===== src/design/mst_map.vh =====
`ifndef MST_MAP_VH
`define MST_MAP_VH
// Register byte addresses
`define MST_ADDR_CTRL       8'h00
`define MST_ADDR_TON        8'h04
`define MST_ADDR_TOFF       8'h08
`define MST_ADDR_STATUS     8'h0C
`define MST_ADDR_TRACK      8'h10
// Control register fields
`define MST_CTRL_INHIBIT    0
// Status register fields
`define MST_ST_MODE_LO      0
`define MST_ST_SUP_EN       2
`define MST_ST_TEMP         3
`define MST_ST_UV           4
`define MST_ST_RUN          5
`define MST_ST_STAGE2       6
`define MST_ST_GATE         7
`define MST_ST_LOCK         8
`define MST_ST_EN           9
`define MST_ST_FIRST        10
`define MST_ST_RAMP_LO      12
// Mode codes from the three-state mode pin
`define MST_MODE_STATIC     2'h0
`define MST_MODE_SWOFF      2'h1
`define MST_MODE_PLAIN      2'h2
// Ramp sequencer states
`define MST_R_DIS           3'h0
`define MST_R_PRE           3'h1
`define MST_R_ON            3'h2
`define MST_R_POST          3'h3
// Timing, in milliseconds and in mains half-wave ticks
`define MST_HALFWAVE_MS     10
`define MST_TON_MS          40
`define MST_TOFF_MS         640
`define MST_TON_TICKS       8'h04
`define MST_TOFF_TICKS      8'h40
`define MST_TRACK_DIV       2048
// Bus responses
`define MST_RESP_OKAY       2'h0
`define MST_RESP_SLVERR     2'h2
`endif


===== src/design/mst_sync3.v =====
`timescale 1ns/1ps
`default_nettype none
// Three-stage synchroniser; output follows once stages two and three agree
module mst_sync3 #(
   parameter W = 1
) (
   input  wire         clk,
   input  wire         nrst,
   input  wire [W-1:0] din,
   output reg  [W-1:0] dout
);
   reg [W-1:0] s1_r;
   reg [W-1:0] s2_r;
   reg [W-1:0] s3_r;
   integer     i;

   // Shift chain and agreement filter
   always @(posedge clk or negedge nrst)
   begin
      if (!nrst)
      begin
         s1_r <= {W{1'b0}};
         s2_r <= {W{1'b0}};
         s3_r <= {W{1'b0}};
         dout <= {W{1'b0}};
      end
      else
      begin
         s1_r <= din;
         s2_r <= s1_r;
         s3_r <= s2_r;
         for (i = 0; i < W; i = i + 1)
            if (s2_r[i] == s3_r[i])
               dout[i] <= s3_r[i];
      end
   end
endmodule
`default_nettype wire


===== src/design/mst_timer_ctrl.v =====
// The address map and register access over AXI4-Lite were decided locally.
`timescale 1ns/1ps
`default_nettype none
`include "mst_map.vh"
// Overview of operation
// - Falling of sync pin below its threshold marks a zero-crossing event.
// - Zero-crossing events form the slow tick for filter and lockout counters.
// - Without a valid supply, all latches, divider and sequencer held reset, output off.
// - Supply enable follows the 16 V flag; loss at 11 V resets again.
// - In phase modes a 12.5 V dip drops the output until next half-wave.
// - One operating cycle starts after power-up release without a trigger; a new trigger restarts it, and in plain mode enable low ends it.
// - Over-temperature latches output off until the supply is cycled.
// - Zero crossing selects high ramp current; at 0.45 V output on, nominal current.
// - At end angle output off, high current; at 5.5 V stop and discharge.
// - Mode pin: reference static switching, supply switch-off mode, ground plain mode.
// - Static mode: ramp idle, output follows timer, changes only at zero crossings.
// - Switch-off mode: maximum angle, set angle after 3/4, off at expiry.
// - Plain mode: new window trigger restarts; enable loss drops load at once, without waiting for a half-wave.
// - Plain mode: enable alone turns output on at the set angle.
// - Trigger condition is enable state AND window state.
// - Enable turns on near 2.5 V; releases at 2 V when off or stage two, else 0.5 V.
// - Window trigger is active only when sensor lies outside the window.
// - A trigger counts only after persisting 40 ms.
// - Triggers are ignored for 640 ms after every load switch-off.
// - With one sync event per mains period, all tick-based delays double.
// - Tracking time is 2048 prescaled ticks, each 2048 oscillator periods from a divide-by-2048 stage.
module mst_timer_ctrl #(
   parameter TRACK_DIV = `MST_TRACK_DIV
) (
   input  wire        clk,
   input  wire        nrst,
   input  wire        sync_below_lvl,
   input  wire        sup_on_lvl,
   input  wire        sup_hold_lvl,
   input  wire        sup_uv_ok_lvl,
   input  wire        over_temp_lvl,
   input  wire        mode_ref_lvl,
   input  wire        mode_sup_lvl,
   input  wire        en_above_on,
   input  wire        en_above_2v,
   input  wire        en_above_0v5,
   input  wire        win_outside,
   input  wire        ramp_at_low,
   input  wire        ramp_at_ctrl,
   input  wire        ramp_at_high,
   input  wire        osc_in,
   output reg         gate_on,
   output reg         ramp_hi_cur,
   output reg         ramp_charge,
   output reg         ramp_discharge,
   output reg         en_rel_hi_sel,
   input  wire [7:0]  s_axi_awaddr,
   input  wire        s_axi_awvalid,
   output wire        s_axi_awready,
   input  wire [31:0] s_axi_wdata,
   input  wire [3:0]  s_axi_wstrb,
   input  wire        s_axi_wvalid,
   output wire        s_axi_wready,
   output reg  [1:0]  s_axi_bresp,
   output reg         s_axi_bvalid,
   input  wire        s_axi_bready,
   input  wire [7:0]  s_axi_araddr,
   input  wire        s_axi_arvalid,
   output wire        s_axi_arready,
   output reg  [31:0] s_axi_rdata,
   output reg  [1:0]  s_axi_rresp,
   output reg         s_axi_rvalid,
   input  wire        s_axi_rready
);
   localparam TW = 12;

   wire [15:0] pin_s;
   reg         sync_d_r;
   reg         osc_d_r;
   reg         sup_en_r;
   wire        run_ok;
   wire        zc;
   wire        osc_rise;
   wire [1:0]  mode;
   wire        rpc;
   reg         inhibit_r;
   reg  [7:0]  ton_r;
   reg  [7:0]  toff_r;
   reg         temp_r;
   reg         uv_r;
   reg         first_r;
   reg         en_st_r;
   reg  [7:0]  filt_r;
   reg         qual_r;
   reg  [7:0]  lock_r;
   reg  [10:0] pre_r;
   reg  [TW-1:0] trk_r;
   reg         run_r;
   reg         load_d_r;
   reg         static_out_r;
   reg  [2:0]  rst_r;
   reg  [2:0]  rst_nxt;
   wire        trig_cond;
   wire        qual_nxt;
   wire        new_trig;
   wire        stage2;
   wire        load_req;
   wire        gate_ok;
   wire        end_hit;
   wire        aw_take;
   wire        ar_take;
   reg  [31:0] rd_nxt;

   // Every comparator and pin flag crosses into the clock domain here
   mst_sync3 #(
      .W (16)
   ) u_sync (
      .clk  (clk),
      .nrst (nrst),
      .din  ({osc_in, ramp_at_high, ramp_at_ctrl, ramp_at_low, win_outside, en_above_0v5, en_above_2v,
              en_above_on, mode_sup_lvl, mode_ref_lvl, over_temp_lvl, sup_uv_ok_lvl, sup_hold_lvl,
              sup_on_lvl, sync_below_lvl, 1'b0}),
      .dout (pin_s)
   );

   assign zc       = pin_s[1] & ~sync_d_r;
   assign osc_rise = pin_s[15] & ~osc_d_r;
   assign mode     = pin_s[6] ? `MST_MODE_STATIC :
                     (pin_s[7] ? `MST_MODE_SWOFF : `MST_MODE_PLAIN);
   assign rpc      = (mode != `MST_MODE_STATIC);
   assign run_ok   = sup_en_r;

   // Supply enable: set at the clamp level, lost at the low level
   always @(posedge clk or negedge nrst)
   begin
      if (!nrst)
         sup_en_r <= 1'b0;
      else if (!pin_s[3])
         sup_en_r <= 1'b0;
      else if (pin_s[2])
         sup_en_r <= 1'b1;
   end

   // Edge history of the sync and oscillator levels
   always @(posedge clk or negedge nrst)
   begin
      if (!nrst)
      begin
         sync_d_r <= 1'b0;
         osc_d_r  <= 1'b0;
      end
      else
      begin
         sync_d_r <= pin_s[1];
         osc_d_r  <= pin_s[15];
      end
   end

   // Enable comparator hysteresis with switched release level
   always @(posedge clk or negedge nrst)
   begin
      if (!nrst)
         en_st_r <= 1'b0;
      else if (!run_ok)
         en_st_r <= 1'b0;
      else if (pin_s[8])
         en_st_r <= 1'b1;
      else if (en_rel_hi_sel ? !pin_s[9] : !pin_s[10])
         en_st_r <= 1'b0;
   end

   assign trig_cond = en_st_r & pin_s[11];
   assign qual_nxt  = trig_cond & (filt_r >= ton_r);
   assign new_trig  = (qual_nxt & ~qual_r & (lock_r == 8'h00)) | first_r;

   // Noise filter and lockout count zero-crossing ticks
   always @(posedge clk or negedge nrst)
   begin
      if (!nrst)
      begin
         filt_r <= 8'h00;
         qual_r <= 1'b0;
         lock_r <= 8'h00;
      end
      else if (!run_ok)
      begin
         filt_r <= 8'h00;
         qual_r <= 1'b0;
         lock_r <= 8'h00;
      end
      else
      begin
         qual_r <= qual_nxt;
         if (!trig_cond)
            filt_r <= 8'h00;
         else if (zc && filt_r != 8'hFF)
            filt_r <= filt_r + 8'h01;
         if (load_d_r && !load_req)
            lock_r <= toff_r;
         else if (zc && lock_r != 8'h00)
            lock_r <= lock_r - 8'h01;
      end
   end

   // Tracking timer behind the divide-by-2048 prescaler
   always @(posedge clk or negedge nrst)
   begin
      if (!nrst)
      begin
         pre_r   <= 11'h000;
         trk_r   <= {TW{1'b0}};
         run_r   <= 1'b0;
         first_r <= 1'b1;
      end
      else if (!run_ok)
      begin
         pre_r   <= 11'h000;
         trk_r   <= {TW{1'b0}};
         run_r   <= 1'b0;
         first_r <= 1'b1;
      end
      else if (new_trig)
      begin
         first_r <= 1'b0;
         pre_r   <= 11'h000;
         trk_r   <= {TW{1'b0}};
         run_r   <= 1'b1;
      end
      else if (mode == `MST_MODE_PLAIN && !en_st_r)
         run_r <= 1'b0;
      else if (run_r && osc_rise)
      begin
         if (pre_r == 11'h7FF)
         begin
            pre_r <= 11'h000;
            trk_r <= trk_r + {{(TW-1){1'b0}}, 1'b1};
            if (trk_r == TRACK_DIV[TW-1:0] - {{(TW-1){1'b0}}, 1'b1})
               run_r <= 1'b0;
         end
         else
            pre_r <= pre_r + 11'h001;
      end
   end

   assign stage2   = (run_r && trk_r >= (TRACK_DIV[TW-1:0] - (TRACK_DIV[TW-1:0] >> 2))) ||
                     (!run_r && mode == `MST_MODE_PLAIN);
   assign load_req = run_r | ((mode == `MST_MODE_PLAIN) & en_st_r);
   assign gate_ok  = run_ok & ~temp_r & ~uv_r & ~inhibit_r;
   assign end_hit  = stage2 ? pin_s[13] : pin_s[14];

   // Protection latches: over-temperature and undervoltage
   always @(posedge clk or negedge nrst)
   begin
      if (!nrst)
      begin
         temp_r   <= 1'b0;
         uv_r     <= 1'b0;
         load_d_r <= 1'b0;
      end
      else if (!run_ok)
      begin
         temp_r   <= 1'b0;
         uv_r     <= 1'b0;
         load_d_r <= 1'b0;
      end
      else
      begin
         load_d_r <= load_req;
         if (pin_s[5])
            temp_r <= 1'b1;
         if (rpc && !pin_s[4])
            uv_r <= 1'b1;
         else if (zc)
            uv_r <= 1'b0;
      end
   end

   // Ramp sequencer next state
   always @*
   begin
      rst_nxt = rst_r;
      case (rst_r)
         `MST_R_PRE:  if (pin_s[12]) rst_nxt = `MST_R_ON;
         `MST_R_ON:   if (end_hit) rst_nxt = `MST_R_POST;
         `MST_R_POST: if (pin_s[14]) rst_nxt = `MST_R_DIS;
         `MST_R_DIS:  rst_nxt = `MST_R_DIS;
         default:     rst_nxt = `MST_R_DIS;
      endcase
      if (zc)
         rst_nxt = `MST_R_PRE;
      if (!rpc)
         rst_nxt = `MST_R_DIS;
   end

   // Ramp state and static-mode output latch
   always @(posedge clk or negedge nrst)
   begin
      if (!nrst)
      begin
         rst_r        <= `MST_R_DIS;
         static_out_r <= 1'b0;
      end
      else if (!run_ok)
      begin
         rst_r        <= `MST_R_DIS;
         static_out_r <= 1'b0;
      end
      else
      begin
         rst_r <= rst_nxt;
         if (zc)
            static_out_r <= run_r;
      end
   end

   // Output stage and ramp current controls
   always @(posedge clk or negedge nrst)
   begin
      if (!nrst)
      begin
         gate_on        <= 1'b0;
         ramp_hi_cur    <= 1'b0;
         ramp_charge    <= 1'b0;
         ramp_discharge <= 1'b1;
         en_rel_hi_sel  <= 1'b1;
      end
      else
      begin
         if (!rpc)
            gate_on <= gate_ok & static_out_r;
         else
            gate_on <= gate_ok & load_req & (rst_nxt == `MST_R_ON);
         ramp_hi_cur    <= run_ok && ((rst_nxt == `MST_R_PRE) || (rst_nxt == `MST_R_POST));
         ramp_charge    <= run_ok && rst_nxt != `MST_R_DIS;
         ramp_discharge <= !run_ok || rst_nxt == `MST_R_DIS;
         en_rel_hi_sel  <= !load_req || stage2;
      end
   end

   // Bus slave: write address and data taken together, one response pending
   assign aw_take       = s_axi_awvalid & s_axi_wvalid & ~s_axi_bvalid;
   assign s_axi_awready = aw_take;
   assign s_axi_wready  = aw_take;
   assign ar_take       = s_axi_arvalid & ~s_axi_rvalid;
   assign s_axi_arready = ~s_axi_rvalid;

   // Register writes and write response
   always @(posedge clk or negedge nrst)
   begin
      if (!nrst)
      begin
         inhibit_r    <= 1'b0;
         ton_r        <= `MST_TON_TICKS;
         toff_r       <= `MST_TOFF_TICKS;
         s_axi_bvalid <= 1'b0;
         s_axi_bresp  <= `MST_RESP_OKAY;
      end
      else
      begin
         if (s_axi_bvalid && s_axi_bready)
            s_axi_bvalid <= 1'b0;
         if (aw_take)
         begin
            s_axi_bvalid <= 1'b1;
            s_axi_bresp  <= `MST_RESP_OKAY;
            case (s_axi_awaddr)
               `MST_ADDR_CTRL: if (s_axi_wstrb[0]) inhibit_r <= s_axi_wdata[`MST_CTRL_INHIBIT];
               `MST_ADDR_TON:  if (s_axi_wstrb[0]) ton_r <= s_axi_wdata[7:0];
               `MST_ADDR_TOFF: if (s_axi_wstrb[0]) toff_r <= s_axi_wdata[7:0];
               `MST_ADDR_STATUS, `MST_ADDR_TRACK: s_axi_bresp <= `MST_RESP_OKAY;
               default:        s_axi_bresp <= `MST_RESP_SLVERR;
            endcase
         end
      end
   end

   // Read data multiplexer
   always @*
   begin
      rd_nxt = 32'h0000_0000;
      case (s_axi_araddr)
         `MST_ADDR_CTRL:   rd_nxt[`MST_CTRL_INHIBIT] = inhibit_r;
         `MST_ADDR_TON:    rd_nxt[7:0] = ton_r;
         `MST_ADDR_TOFF:   rd_nxt[7:0] = toff_r;
         `MST_ADDR_STATUS:
         begin
            rd_nxt[1:0]              = mode;
            rd_nxt[`MST_ST_SUP_EN]   = sup_en_r;
            rd_nxt[`MST_ST_TEMP]     = temp_r;
            rd_nxt[`MST_ST_UV]       = uv_r;
            rd_nxt[`MST_ST_RUN]      = run_r;
            rd_nxt[`MST_ST_STAGE2]   = stage2;
            rd_nxt[`MST_ST_GATE]     = gate_on;
            rd_nxt[`MST_ST_LOCK]     = (lock_r != 8'h00);
            rd_nxt[`MST_ST_EN]       = en_st_r;
            rd_nxt[`MST_ST_FIRST]    = first_r;
            rd_nxt[14:12]            = rst_r;
         end
         `MST_ADDR_TRACK:  rd_nxt[TW-1:0] = trk_r;
         default:          rd_nxt = 32'h0000_0000;
      endcase
   end

   // Read response, one cycle after address taken
   always @(posedge clk or negedge nrst)
   begin
      if (!nrst)
      begin
         s_axi_rvalid <= 1'b0;
         s_axi_rdata  <= 32'h0000_0000;
         s_axi_rresp  <= `MST_RESP_OKAY;
      end
      else if (ar_take)
      begin
         s_axi_rvalid <= 1'b1;
         s_axi_rdata  <= rd_nxt;
         s_axi_rresp  <= (s_axi_araddr == `MST_ADDR_CTRL || s_axi_araddr == `MST_ADDR_TON ||
                          s_axi_araddr == `MST_ADDR_TOFF || s_axi_araddr == `MST_ADDR_STATUS ||
                          s_axi_araddr == `MST_ADDR_TRACK) ? `MST_RESP_OKAY : `MST_RESP_SLVERR;
      end
      else if (s_axi_rready)
         s_axi_rvalid <= 1'b0;
   end
endmodule
`default_nettype wire


===== config.mk =====
export PLATFORM = sky130hd
export DESIGN_NAME = mst_timer_ctrl
export DESIGN_NICKNAME = d
export VERILOG_FILES = /design/src/design/mst_sync3.v /design/src/design/mst_timer_ctrl.v
export VERILOG_INCLUDE_DIRS = /design/src /design/src/design
export SDC_FILE = /design/constraint.sdc
export NUM_CORES = 1
export LEC_CHECK = 0
export BUFFER_PORTS_ARGS = -buffer_cell sky130_fd_sc_hd__buf_2
export CAP_MARGIN = 10
export CELL_PAD_IN_SITES_DETAIL_PLACEMENT = 2
export CELL_PAD_IN_SITES_GLOBAL_PLACEMENT = 2
export CORE_MARGIN = 2
export CORE_UTILIZATION = 39
export CTS_CLUSTER_SIZE = 8
export DETAILED_ROUTE_END_ITERATION = 8
export GPL_ROUTABILITY_DRIVEN = 0
export PLACE_DENSITY = 0.88
export SYNTH_ARGS = -nofsm -noshare
export SYNTH_HDL_FRONTEND = slang
export SYNTH_SLANG_ARGS = --single-unit

===== constraint.sdc =====
create_clock -name clk -period 4.9 [get_ports clk]
set_input_delay 0.98 -clock clk [delete_from_list [all_inputs] [get_ports clk]]
set_output_delay 0.98 -clock clk [all_outputs]
set_load 0.05 [all_outputs]

# After elaboration in Yosys (flattened, before gate mapping)
# Index checks and enable logic that the tools add are counted.
[word_totals]
ff_bits = 156
wordCells = 229
[classes]
addsub = 4
order_cmp = 2
eq_ne = 47
n_mux = 61
bitwise_logic = 26
n_reduce_logical = 42
[ops]
columns = ["operator", "n"]
rows = [
  ["12-bit two-way mux", 5],
  ["11-bit two-way mux", 5],
  ["8-bit two-way mux", 6],
  ["8-bit by 4-bit == test with 1-bit output, second input constant", 4],
  ["1-bit two-way mux", 30],
  ["7-bit one-hot mux with 4 select lines", 1],
  ["8-bit zero test", 3],
  ["3-bit two-way mux", 7],
  ["1-bit bitwise AND", 16],
  ["8-bit by 3-bit == test with 1-bit output, second input constant", 2],
  ["8-bit by 5-bit == test with 1-bit output, second input constant", 2],
  ["1-bit == test", 15],
  ["3-bit by 1-bit != test with 1-bit output, second input constant", 5],
  ["3-bit AND reduction", 5],
  ["12-bit by 1-bit adder with 12-bit output, second input constant", 1],
  ["12-bit by 11-bit == test with 1-bit output, second input constant", 1],
  ["3-bit by 2-bit == test with 1-bit output, second input constant", 4],
  ["12-bit by 11-bit >= comparator with 1-bit output, second input constant", 1],
  ["4-bit by 1-bit != test with 1-bit output, second input constant", 3],
  ["11-bit by 1-bit adder with 11-bit output, second input constant", 1],
  ["11-bit == test, second input constant", 1],
  ["1-bit logical AND", 11],
  ["3-bit one-hot mux with 3 select lines", 1],
  ["8-bit by 1-bit adder with 8-bit output, second input constant", 1],
  ["other kinds (22)", 51],
]

# Longest topological paths before layout
# Gate-level depths: netlist of run 1.
[logic_depth]
word_depth = 13
depth_mapped = 8
ltp_nobuf = 7

# Cells and area by module
# From an unflattened synthesis of run 1, not the netlist that was laid out.
[hier_totals]
cells_unflattened = 592
area_unflattened_um2 = 6721.4
[by_module_without_submodules]
columns = ["mod", "instances", "cells_each", "area_per_inst_um2"]
rows = [
  ["mst_timer_ctrl", 1, 512, 4939.7],
  ["mst_sync3", 1, 80, 1781.7],
]

# Worst setup path before layout of run 1
# Ideal clock, no wire load.
[synth_timing]
path_kind = "input-to-output"
start = "in s_axi_awvalid"
end = "out s_axi_wready"
arrival_ns = 1.753
required_time_ns = 3.920
slack_ns = 2.167
cell_stages = 3
path_cell_list = "nand3_1 -> inv_1 -> buf_4"
[synth_between]
elab_chain_len = 2
[synth_rtl]
columns = ["element", "line", "source"]
rows = [
  ["start, declared", "mst_timer_ctrl.v:53", "input wire s_axi_awvalid,"],
  ["1-bit bitwise AND (2 in series)", "mst_timer_ctrl.v:336", "assign aw_take = s_axi_awvalid & s_axi_wvalid & ~s_axi_bvalid;"],
  ["end, declared", "mst_timer_ctrl.v:58", "output wire s_axi_wready,"],
]
# No other way between the ends.

# Worst setup path after layout of run 1
[layout_timing]
start = "reg lock_r[0]"
end = "reg trk_r[6]"
[layout_between]
elab_chain_len = 5
elab_cells_between_ends = 9
[layout_rtl]
columns = ["element", "line", "source"]
rows = [
  ["start, declared", "mst_timer_ctrl.v:90", "reg [7:0] lock_r;"],
  ["start signal, assigned", "mst_timer_ctrl.v:194", "lock_r <= toff_r;"],
  ["start signal, assigned", "mst_timer_ctrl.v:196", "lock_r <= lock_r - 8'h01;"],
  ["8-bit zero test (*)", "mst_timer_ctrl.v:169", "assign new_trig = (qual_nxt & ~qual_r & (lock_r == 8'h00)) | first_r;"],
  ["1-bit bitwise AND (*)", "mst_timer_ctrl.v:169", ""],
  ["1-bit bitwise OR (*)", "mst_timer_ctrl.v:169", ""],
  ["3-bit by 1-bit != test with 1-bit output (no source line), or another cell as far along", "n/a", ""],
  ["3-bit AND reduction (no source line) / 12-bit two-way mux (equally long branches)", "n/a", ""],
  ["end signal, assigned", "mst_timer_ctrl.v:206", "trk_r <= {TW{1'b0}};"],
  ["end signal, assigned", "mst_timer_ctrl.v:213", "trk_r <= {TW{1'b0}};"],
  ["end signal, assigned", "mst_timer_ctrl.v:221", "trk_r <= {TW{1'b0}};"],
  ["end, declared", "mst_timer_ctrl.v:92", "reg [TW-1:0] trk_r;"],
]
# Mark *: on every way between the ends. The rest lies on a longest branch, timed or not.
# A chain may end at the register's enable or synchronous reset.

==> results of run 1 <==
[worst max-delay path, cell delays in order, from the launching register on]
cell,delay (ns)
sky130_fd_sc_hd__dfrtp_1,0.39
sky130_fd_sc_hd__inv_1,0.10
sky130_fd_sc_hd__ha_1,0.24
sky130_fd_sc_hd__nor3b_1,0.56
sky130_fd_sc_hd__nand2_1,0.32
sky130_fd_sc_hd__or2_1,0.36
sky130_fd_sc_hd__o211ai_2,0.91
sky130_fd_sc_hd__nor2_1,0.16
[metrics by stage]
stage	hold WS [ns]	worst slack [ns]	instance area (µm²)	instances	util
floorplan	0.331	2.17	6780	599	-
global placement	0.332	2.13	7220	861	0.432
detailed placement	0.336	1.86	7220	861	0.432
CTS	0.351	1.68	7810	892	0.468
global route	0.354	1.49	7820	894	0.468
finish	0.349	1.67	7820	894	0.468
[cells in the mapped netlist, drive strengths merged, types with 5 or more instances]
| library cell | instances |
|---|---|
| nand3 | 21 |
| buf | 26 |
| nor3b | 6 |
| inv | 22 |
| mux2 | 21 |
| dfstp | 5 |
| ha | 13 |
| nand4 | 7 |
| xor2 | 16 |
| a22oi | 9 |
| clkbuf | 7 |
| a21oi | 29 |
| nor3 | 11 |
| o21ai | 30 |
| nor2 | 49 |
| dfrtp | 149 |
| nand2 | 58 |
| a31oi | 5 |
| mux2i | 10 |
| maj3 | 15 |
| xnor2 | 7 |
| nor4 | 5 |
[power groups by stage]
stage	Combinational, mW	Clock [mW]	Sequential (mW)
2_1_floorplan	0.217	0	1.42
3_3_place_gp	0.313	0	1.41
3_5_place_dp	0.334	0	1.42
4_1_cts	0.346	1.36	1.40
5_1_grt	0.372	1.41	1.40
6_report	0.343	1.33	1.40
[final cells by class]
class | instances | area [µm²]
fill | 1711 | 8880
sequential | 154 | 3860
multi-input combinational | 390 | 2620
clock buffer | 19 | 453
timing repair buffer | 75 | 387
tap | 220 | 275
clock inverter | 12 | 139
inverter | 22 | 82.6
antenna | 2 | 5.00
[sequential cells by signal, indices dropped and copies added (netlist names), 3 cells and up]
register	cells
s_axi_rdata	15
u_sync.dout	15
u_sync.s1_r	15
u_sync.s2_r	15
u_sync.s3_r	15
trk_r	12
pre_r	11
filt_r	8
lock_r	8
toff_r	8
ton_r	8
rst_r	3
[cell families after synthesis]
| logic type | count (synthesis) | share of synthesized area |
|---|---|---|
| AND/OR/NAND/NOR | 189 | 0.155 |
| buffers and inverters | 55 | 0.0460 |
| adder cells (fa/ha/maj) | 28 | 0.0466 |
| AO/OA/AOI/OAI | 98 | 0.0930 |
| other | 1 | 0.000559 |
| flip-flops | 154 | 0.575 |
| XOR/XNOR | 23 | 0.0300 |
| multiplexers | 32 | 0.0535 |
[layer usage]
metal	track usage	vias to the layer above	routed length (µm)
met5	0	-	0
met4	0.108	0	506
li1	-	2162	-
met2	0.417	137	10900
met3	0.0531	40	936
met1	0.286	2515	8210
[final timing paths]
| path | start | endpoint | slack (ns) | depth (start not counted) |
|---|---|---|---|---|
| max in group asynchronous | nrst | toff_r[6]$_DFFE_PN1P_ | 3.21 | 2 |
| max reg2reg | lock_r[0]$_DFFE_PN0P_ | trk_r[6]$_DFFE_PN0P_ | 1.67 | 7 |
| max | lock_r[0]$_DFFE_PN0P_ | trk_r[6]$_DFFE_PN0P_ | 1.67 | 7 |
| min in group asynchronous | nrst | u_sync.s1_r[15]$_DFF_PN0_ | 0.57 | 1 |
| min | u_sync.s1_r[3]$_DFF_PN0_ | u_sync.s2_r[3]$_DFF_PN0_ | 0.35 | 0 |
| min reg2reg | u_sync.s1_r[3]$_DFF_PN0_ | u_sync.s2_r[3]$_DFF_PN0_ | 0.35 | 0 |
==> impl_metrics.json, run 1 <==
{
  "status": "complete, no violations",
  "clkTransAtPathRegs_ns": 0.06,
  "initial_core_util": 0.402,
  "synthArstFlopShare": 1.00,
  "coreArea_um2": 16700,
  "placementRows": 47,
  "io_pins": 120,
  "report.final.setup_viol": 0,
  "power.share.sequential": 0.455,
  "fmax_mhz": 310,
  "first_global_vias": 5544,
  "drv_cap": 0,
  "grt_overflow": 0,
  "number_of_synthesized_flops_with_an_enable_pin": 0,
  "vias_per_cell": 5.43,
  "total_power_mw": 3.07,
  "clock_insertion_delay_worst_skew_ns": 0.43,
  "antenna_violations_before_repair": 2,
  "signed_area_change_from_the_synthesized_netlist_to_the_final_layout_pct": 16.4,
  "yosysSeqAreaShare": 0.575,
  "post_synthesis_register_bit_count": 154,
  "combPwrFrac": 0.112,
  "grt_max_degree": 87,
  "p_int_mw": 2.21,
  "floorplan.die_area_um2": 18300,
  "die_extent_in_y_um": 135,
  "net-switching-power_mw": 0.859,
  "final-hold-violation-count": 0,
  "pwr-share-clk": 0.434,
  "synth_largest_type_area_fraction": 0.555,
  "via_count": 4854,
  "port_buffers": 73,
  "place_hpwl_um": 13700,
  "clock_path_buffers": 2,
  "synth.largest_area_cell": "sky130_fd_sc_hd__dfrtp_1",
  "ys_types": 74,
  "wl_per_cell_um": 23.0,
  "netlist_area_um2": 6710,
  "timing.critical_path.required_ns": 5.16,
  "final_common_cell": "sky130_fd_sc_hd__dfrtp_1",
  "drt-total-wl_um": 20600,
  "fin_crit_ns": 3.23,
  "cts_tree": "built",
  "die_width_um": 135,
  "remaining_drc_errors": 0,
  "synth.area.top_cells": "sky130_fd_sc_hd__dfrtp_1 56%, sky130_fd_sc_hd__nand2_1 3.2%, sky130_fd_sc_hd__nor2_1 2.7%, sky130_fd_sc_hd__buf_4 2.6%, sky130_fd_sc_hd__ha_1 2.4%",
  "aggregate_negative_setup_slack_ns": 0,
  "timing.final.crit_share": 0.658,
  "grt_setup_unrepaired": "no",
  "ctsHtreeMaxLevel": 4,
  "crit_arrival_ns": 3.48,
  "start_kind": "flip-flop",
  "finish.net_count": 747,
  "synth.avg_cell_area_um2": 11.6,
  "post_synth_inst_count": 580,
  "drt_first_iter_violations": 182,
  "path_category_of_the_worst_min_delay_check": "flip-flop to flip-flop",
  "worst_clock_skew_ns": 0.00868,
  "layout.cells.most_common_list": "149 x sky130_fd_sc_hd__dfrtp_1, 72 x sky130_fd_sc_hd__buf_2, 58 x sky130_fd_sc_hd__nand2_1",
  "post_cts_hold_buffer_count": 0,
  "firstDrtPassIters": 4,
  "worst_slew_pin_slew_ns": 1.16,
  "max_slew_margin": 0.225,
  "total_global_routing_track_utilization": 0.240,
  "cts_made_buffers": 17,
  "vdd_drop_max_mv": 0.247,
  "cts.repair.resized": 0,
  "power.switching_fraction": 0.280,
  "ys_warnings": 0,
  "post_route_cells_drive_above_1_share": 0.214,
  "numClockSinks": 154,
  "postRouteAntennaNets": 0,
  "timing.critical_path.fanout_max": 23,
  "power_density_nw_per_um2": 393,
  "path_class": "flip-flop to flip-flop",
  "worst_setup_path_end_kind": "flip-flop",
  "synth-main-ff-cell": "sky130_fd_sc_hd__dfrtp_1",
  "cts_post_setup_buffers_inserted": 0,
  "clock_tree.root_cell": "sky130_fd_sc_hd__clkbuf_16",
  "grt_pass1_wl_um": 32700,
  "timing.final.max_slew_violations": 0,
  "p_leak_nw": 3.54
}
Note: power is estimated with default switching activity, not from simulation.
==> run 2, diff against run 1 <==
- ABC_AREA: not set -> 1
- CORE_UTILIZATION: 39 -> 34
- PLACE_DENSITY: 0.88 -> 0.83
- clock period: 4.9 -> 3.13 ns (I/O delays scaled with it)
==> impl_metrics.json, run 2 <==
{
  "synth.area.top_cells": "sky130_fd_sc_hd__dfrtp_1 52%, sky130_fd_sc_hd__nand2_1 10%, sky130_fd_sc_hd__inv_1 4.8%, sky130_fd_sc_hd__nor2_1 3.9%, sky130_fd_sc_hd__o21ai_0 3.2%",
  "via_count": 5647,
  "synthArstFlopShare": 1.00,
  "ctsHtreeMaxLevel": 4,
  "drt-total-wl_um": 20700,
  "multiInputGateArea_um2": 2760,
  "die_extent_in_y_um": 149,
  "initial_core_util": 0.349,
  "timing.final.crit_share": 0.847,
  "insertedDiodeCount": 0,
  "grt_overflow": 0,
  "timing.critical_path.required_ns": 3.49,
  "remaining_drc_errors": 0,
  "post_synthesis_register_bit_count": 154,
  "synth-adder-area-share": 0.0440,
  "numClockSinks": 154,
  "global_routing_s_busiest_layer": "met2",
  "vdd_drop_max_mv": 0.380,
  "cts_made_buffers": 17,
  "final_common_cell": "sky130_fd_sc_hd__nand2_1",
  "post_cts_hold_buffer_count": 0,
  "worst_slew_pin_slew_ns": 0.727,
  "power_density_nw_per_um2": 630,
  "clkTransAtPathRegs_ns": 0.07,
  "crit-reg2reg-launch": "ton_r[2]$_DFFE_PN1P_",
  "fillers": 2243,
  "floorplan.die_area_um2": 22100,
  "path_class": "flip-flop to flip-flop",
  "ys_types": 45,
  "die_width_um": 149,
  "max_slew_margin": 0.516,
  "number_of_synthesized_flops_with_an_enable_pin": 0,
  "port_buffers": 73,
  "timing.final.max_slew_violations": 0,
  "yosysSeqAreaShare": 0.542,
  "grt_util_met1": 0.258,
  "synth.largest_area_cell": "sky130_fd_sc_hd__dfrtp_1",
  "grt_setup_unrepaired": "no",
  "fmax_mhz": 377,
  "path_category_of_the_worst_min_delay_check": "input port to async pin",
  "synth_largest_type_area_fraction": 0.524,
  "grt_pass1_wl_um": 34100,
  "first_global_vias": 6297,
  "synth-main-ff-cell": "sky130_fd_sc_hd__dfrtp_1",
  "synth.most_common_cell": "sky130_fd_sc_hd__nand2_1",
  "synthMuxAreaShare": 0.00580,
  "aggregate_negative_setup_slack_ns": 0,
  "report.final.setup_viol": 0,
  "p_leak_nw": 3.97,
  "final.hold.worst_slack_ns": 0.220,
  "final-hold-violation-count": 0,
  "clock_path_buffers": 2,
  "total_global_routing_track_utilization": 0.201,
  "synthSimpleGateAreaFrac": 0.226,
  "place_ws_ns": 0.557,
  "place_hpwl_um": 14700,
  "synthXorXnorAreaFrac": 0.0295,
  "worst_clock_skew_ns": 0.00936,
  "coreArea_um2": 20400,
  "synth_top_family_by_area": "simple AND/OR/NAND/NOR gates",
  "timing.critical_path.fanout_max": 12,
  "synth_compound_area_frac": 0.0714,
  "wl_per_cell_um": 18.0,
  "layout.cells.most_common_list": "197 x sky130_fd_sc_hd__nand2_1, 149 x sky130_fd_sc_hd__dfrtp_1, 91 x sky130_fd_sc_hd__inv_1",
  "status": "complete, no violations",
  "clock_tree.root_cell": "sky130_fd_sc_hd__clkbuf_16",
  "drt_first_iter_violations": 282,
  "netlist_area_um2": 7120,
  "post_route_cells_drive_above_1_share": 0.160,
  "cts.repair.resized": 0,
  "cts_post_setup_buffers_inserted": 0,
  "drv_cap": 0,
  "synth.avg_cell_area_um2": 9.05,
  "clock_insertion_delay_worst_skew_ns": 0.43,
  "fin_crit_ns": 2.65,
  "post_synth_most_frequent_cells": "197 x sky130_fd_sc_hd__nand2_1, 149 x sky130_fd_sc_hd__dfrtp_1, 91 x sky130_fd_sc_hd__inv_1",
  "area.sequential_um2": 3860,
  "gr-usage-met3": 0.0325,
  "start_kind": "flip-flop",
  "grt_use_met2": 0.353,
  "finish.net_count": 957,
  "worst_setup_path_end_kind": "flip-flop",
  "signed_area_change_from_the_synthesized_netlist_to_the_final_layout_pct": 17.1,
  "vias_per_cell": 4.90,
  "post_synth_inst_count": 786,
  "postRouteAntennaNets": 0,
  "cts_tree": "built",
  "crit_arrival_ns": 3.01,
  "worstSetupStartpoint": "ton_r[2]$_DFFE_PN1P_",
  "ys_warnings": 0,
  "antenna_violations_before_repair": 0,
  "io_pins": 120,
  "fin_ws_ns": 0.479,
  "placementRows": 52,
  "firstDrtPassIters": 4,
  "grt_max_degree": 78
}
## run 2: changes by cell type after synthesis, sizes merged, moves of 11 or more
cell	before	now
nand4	7	18
nor2	49	80
a21oi	29	17
o21ai	30	48
mux2	21	1
o22ai	0	12
nand3	21	35
nand2	58	202
inv	22	91
## run 2: final timing paths
path | slack [ns] | end | depth (start not counted)
setup / recovery | 0.48 | pre_r[7]$_DFFE_PN0P_ | 13
hold / removal | 0.22 | ramp_hi_cur$_DFF_PN0_ | 1
setup reg to reg | 0.48 | pre_r[7]$_DFFE_PN0P_ | 13
hold reg to reg | 0.35 | u_sync.s2_r[5]$_DFF_PN0_ | 0
max in group asynchronous | 2.11 | u_sync.s3_r[12]$_DFF_PN0_ | 2
min in group clk | 0.30 | u_sync.s1_r[5]$_DFF_PN0_ | 1
## run 2: layout make-up
type	instances	area share
clock buffers	17	0.0510
flip-flops and latches	154	0.463
multi-input cells	526	0.331
repair buffers	80	0.0524
clock inverters	15	0.0212
well taps	270	0.0405
inverters	91	0.0410
## run 2: logic make-up (layout without fill, tap and decap cells)
family                   Yosys count  count (layout)
XOR/XNOR                          24              24
flip-flops                       154             154
other                              1              20
AO/OA/AOI/OAI                     90              90
multiplexers                       4               4
adder cells (fa/ha/maj)           28              28
buffers and inverters            125             203
AND/OR/NAND/NOR                  360             360
## run 2: metrics by stage
stage | total power [mW] | utilization | cells | instance area [µm²]
2_1_floorplan | 2.89 | - | 805 | 7190
3_3_place_gp | 3.11 | 0.380 | 1121 | 7730
3_5_place_dp | 3.16 | 0.380 | 1121 | 7730
4_1_cts | 5.32 | 0.409 | 1153 | 8330
5_1_grt | 5.52 | 0.409 | 1153 | 8330
6_report | 5.25 | 0.409 | 1153 | 8330
## run 2: report_power, final
group | total [mW] | leakage, nW | internal [mW] | switching, mW
combinational | 0.883 | 1.72 | 0.273 | 0.610
sequential | 2.24 | 1.96 | 2.13 | 0.108
clock | 2.13 | 0.290 | 1.20 | 0.923
## run 2: worst max-delay path, cell delays in order (launching register included)
cell and delay (ns):
sky130_fd_sc_hd__dfstp_2 0.53, sky130_fd_sc_hd__inv_1 0.07, sky130_fd_sc_hd__ha_1 0.30, sky130_fd_sc_hd__nand2_1 0.10, sky130_fd_sc_hd__nor2_1 0.05, sky130_fd_sc_hd__nor2_1 0.08, sky130_fd_sc_hd__nand2_1 0.06, sky130_fd_sc_hd__nand2_1 0.09
sky130_fd_sc_hd__nand2_2 0.09, sky130_fd_sc_hd__nand2_4 0.18, sky130_fd_sc_hd__nand3_1 0.38, sky130_fd_sc_hd__nor2_4 0.40, sky130_fd_sc_hd__nand2_1 0.12, sky130_fd_sc_hd__nand2_1 0.12
## run 2: layer usage
| layer | vias to the layer above | wire (µm) |
|---|---|---|
| li1 | 2666 | - |
| met1 | 2866 | 9310 |
| met2 | 103 | 10600 |
| met3 | 12 | 659 |
| met4 | 0 | 165 |
| met5 | - | 0 |
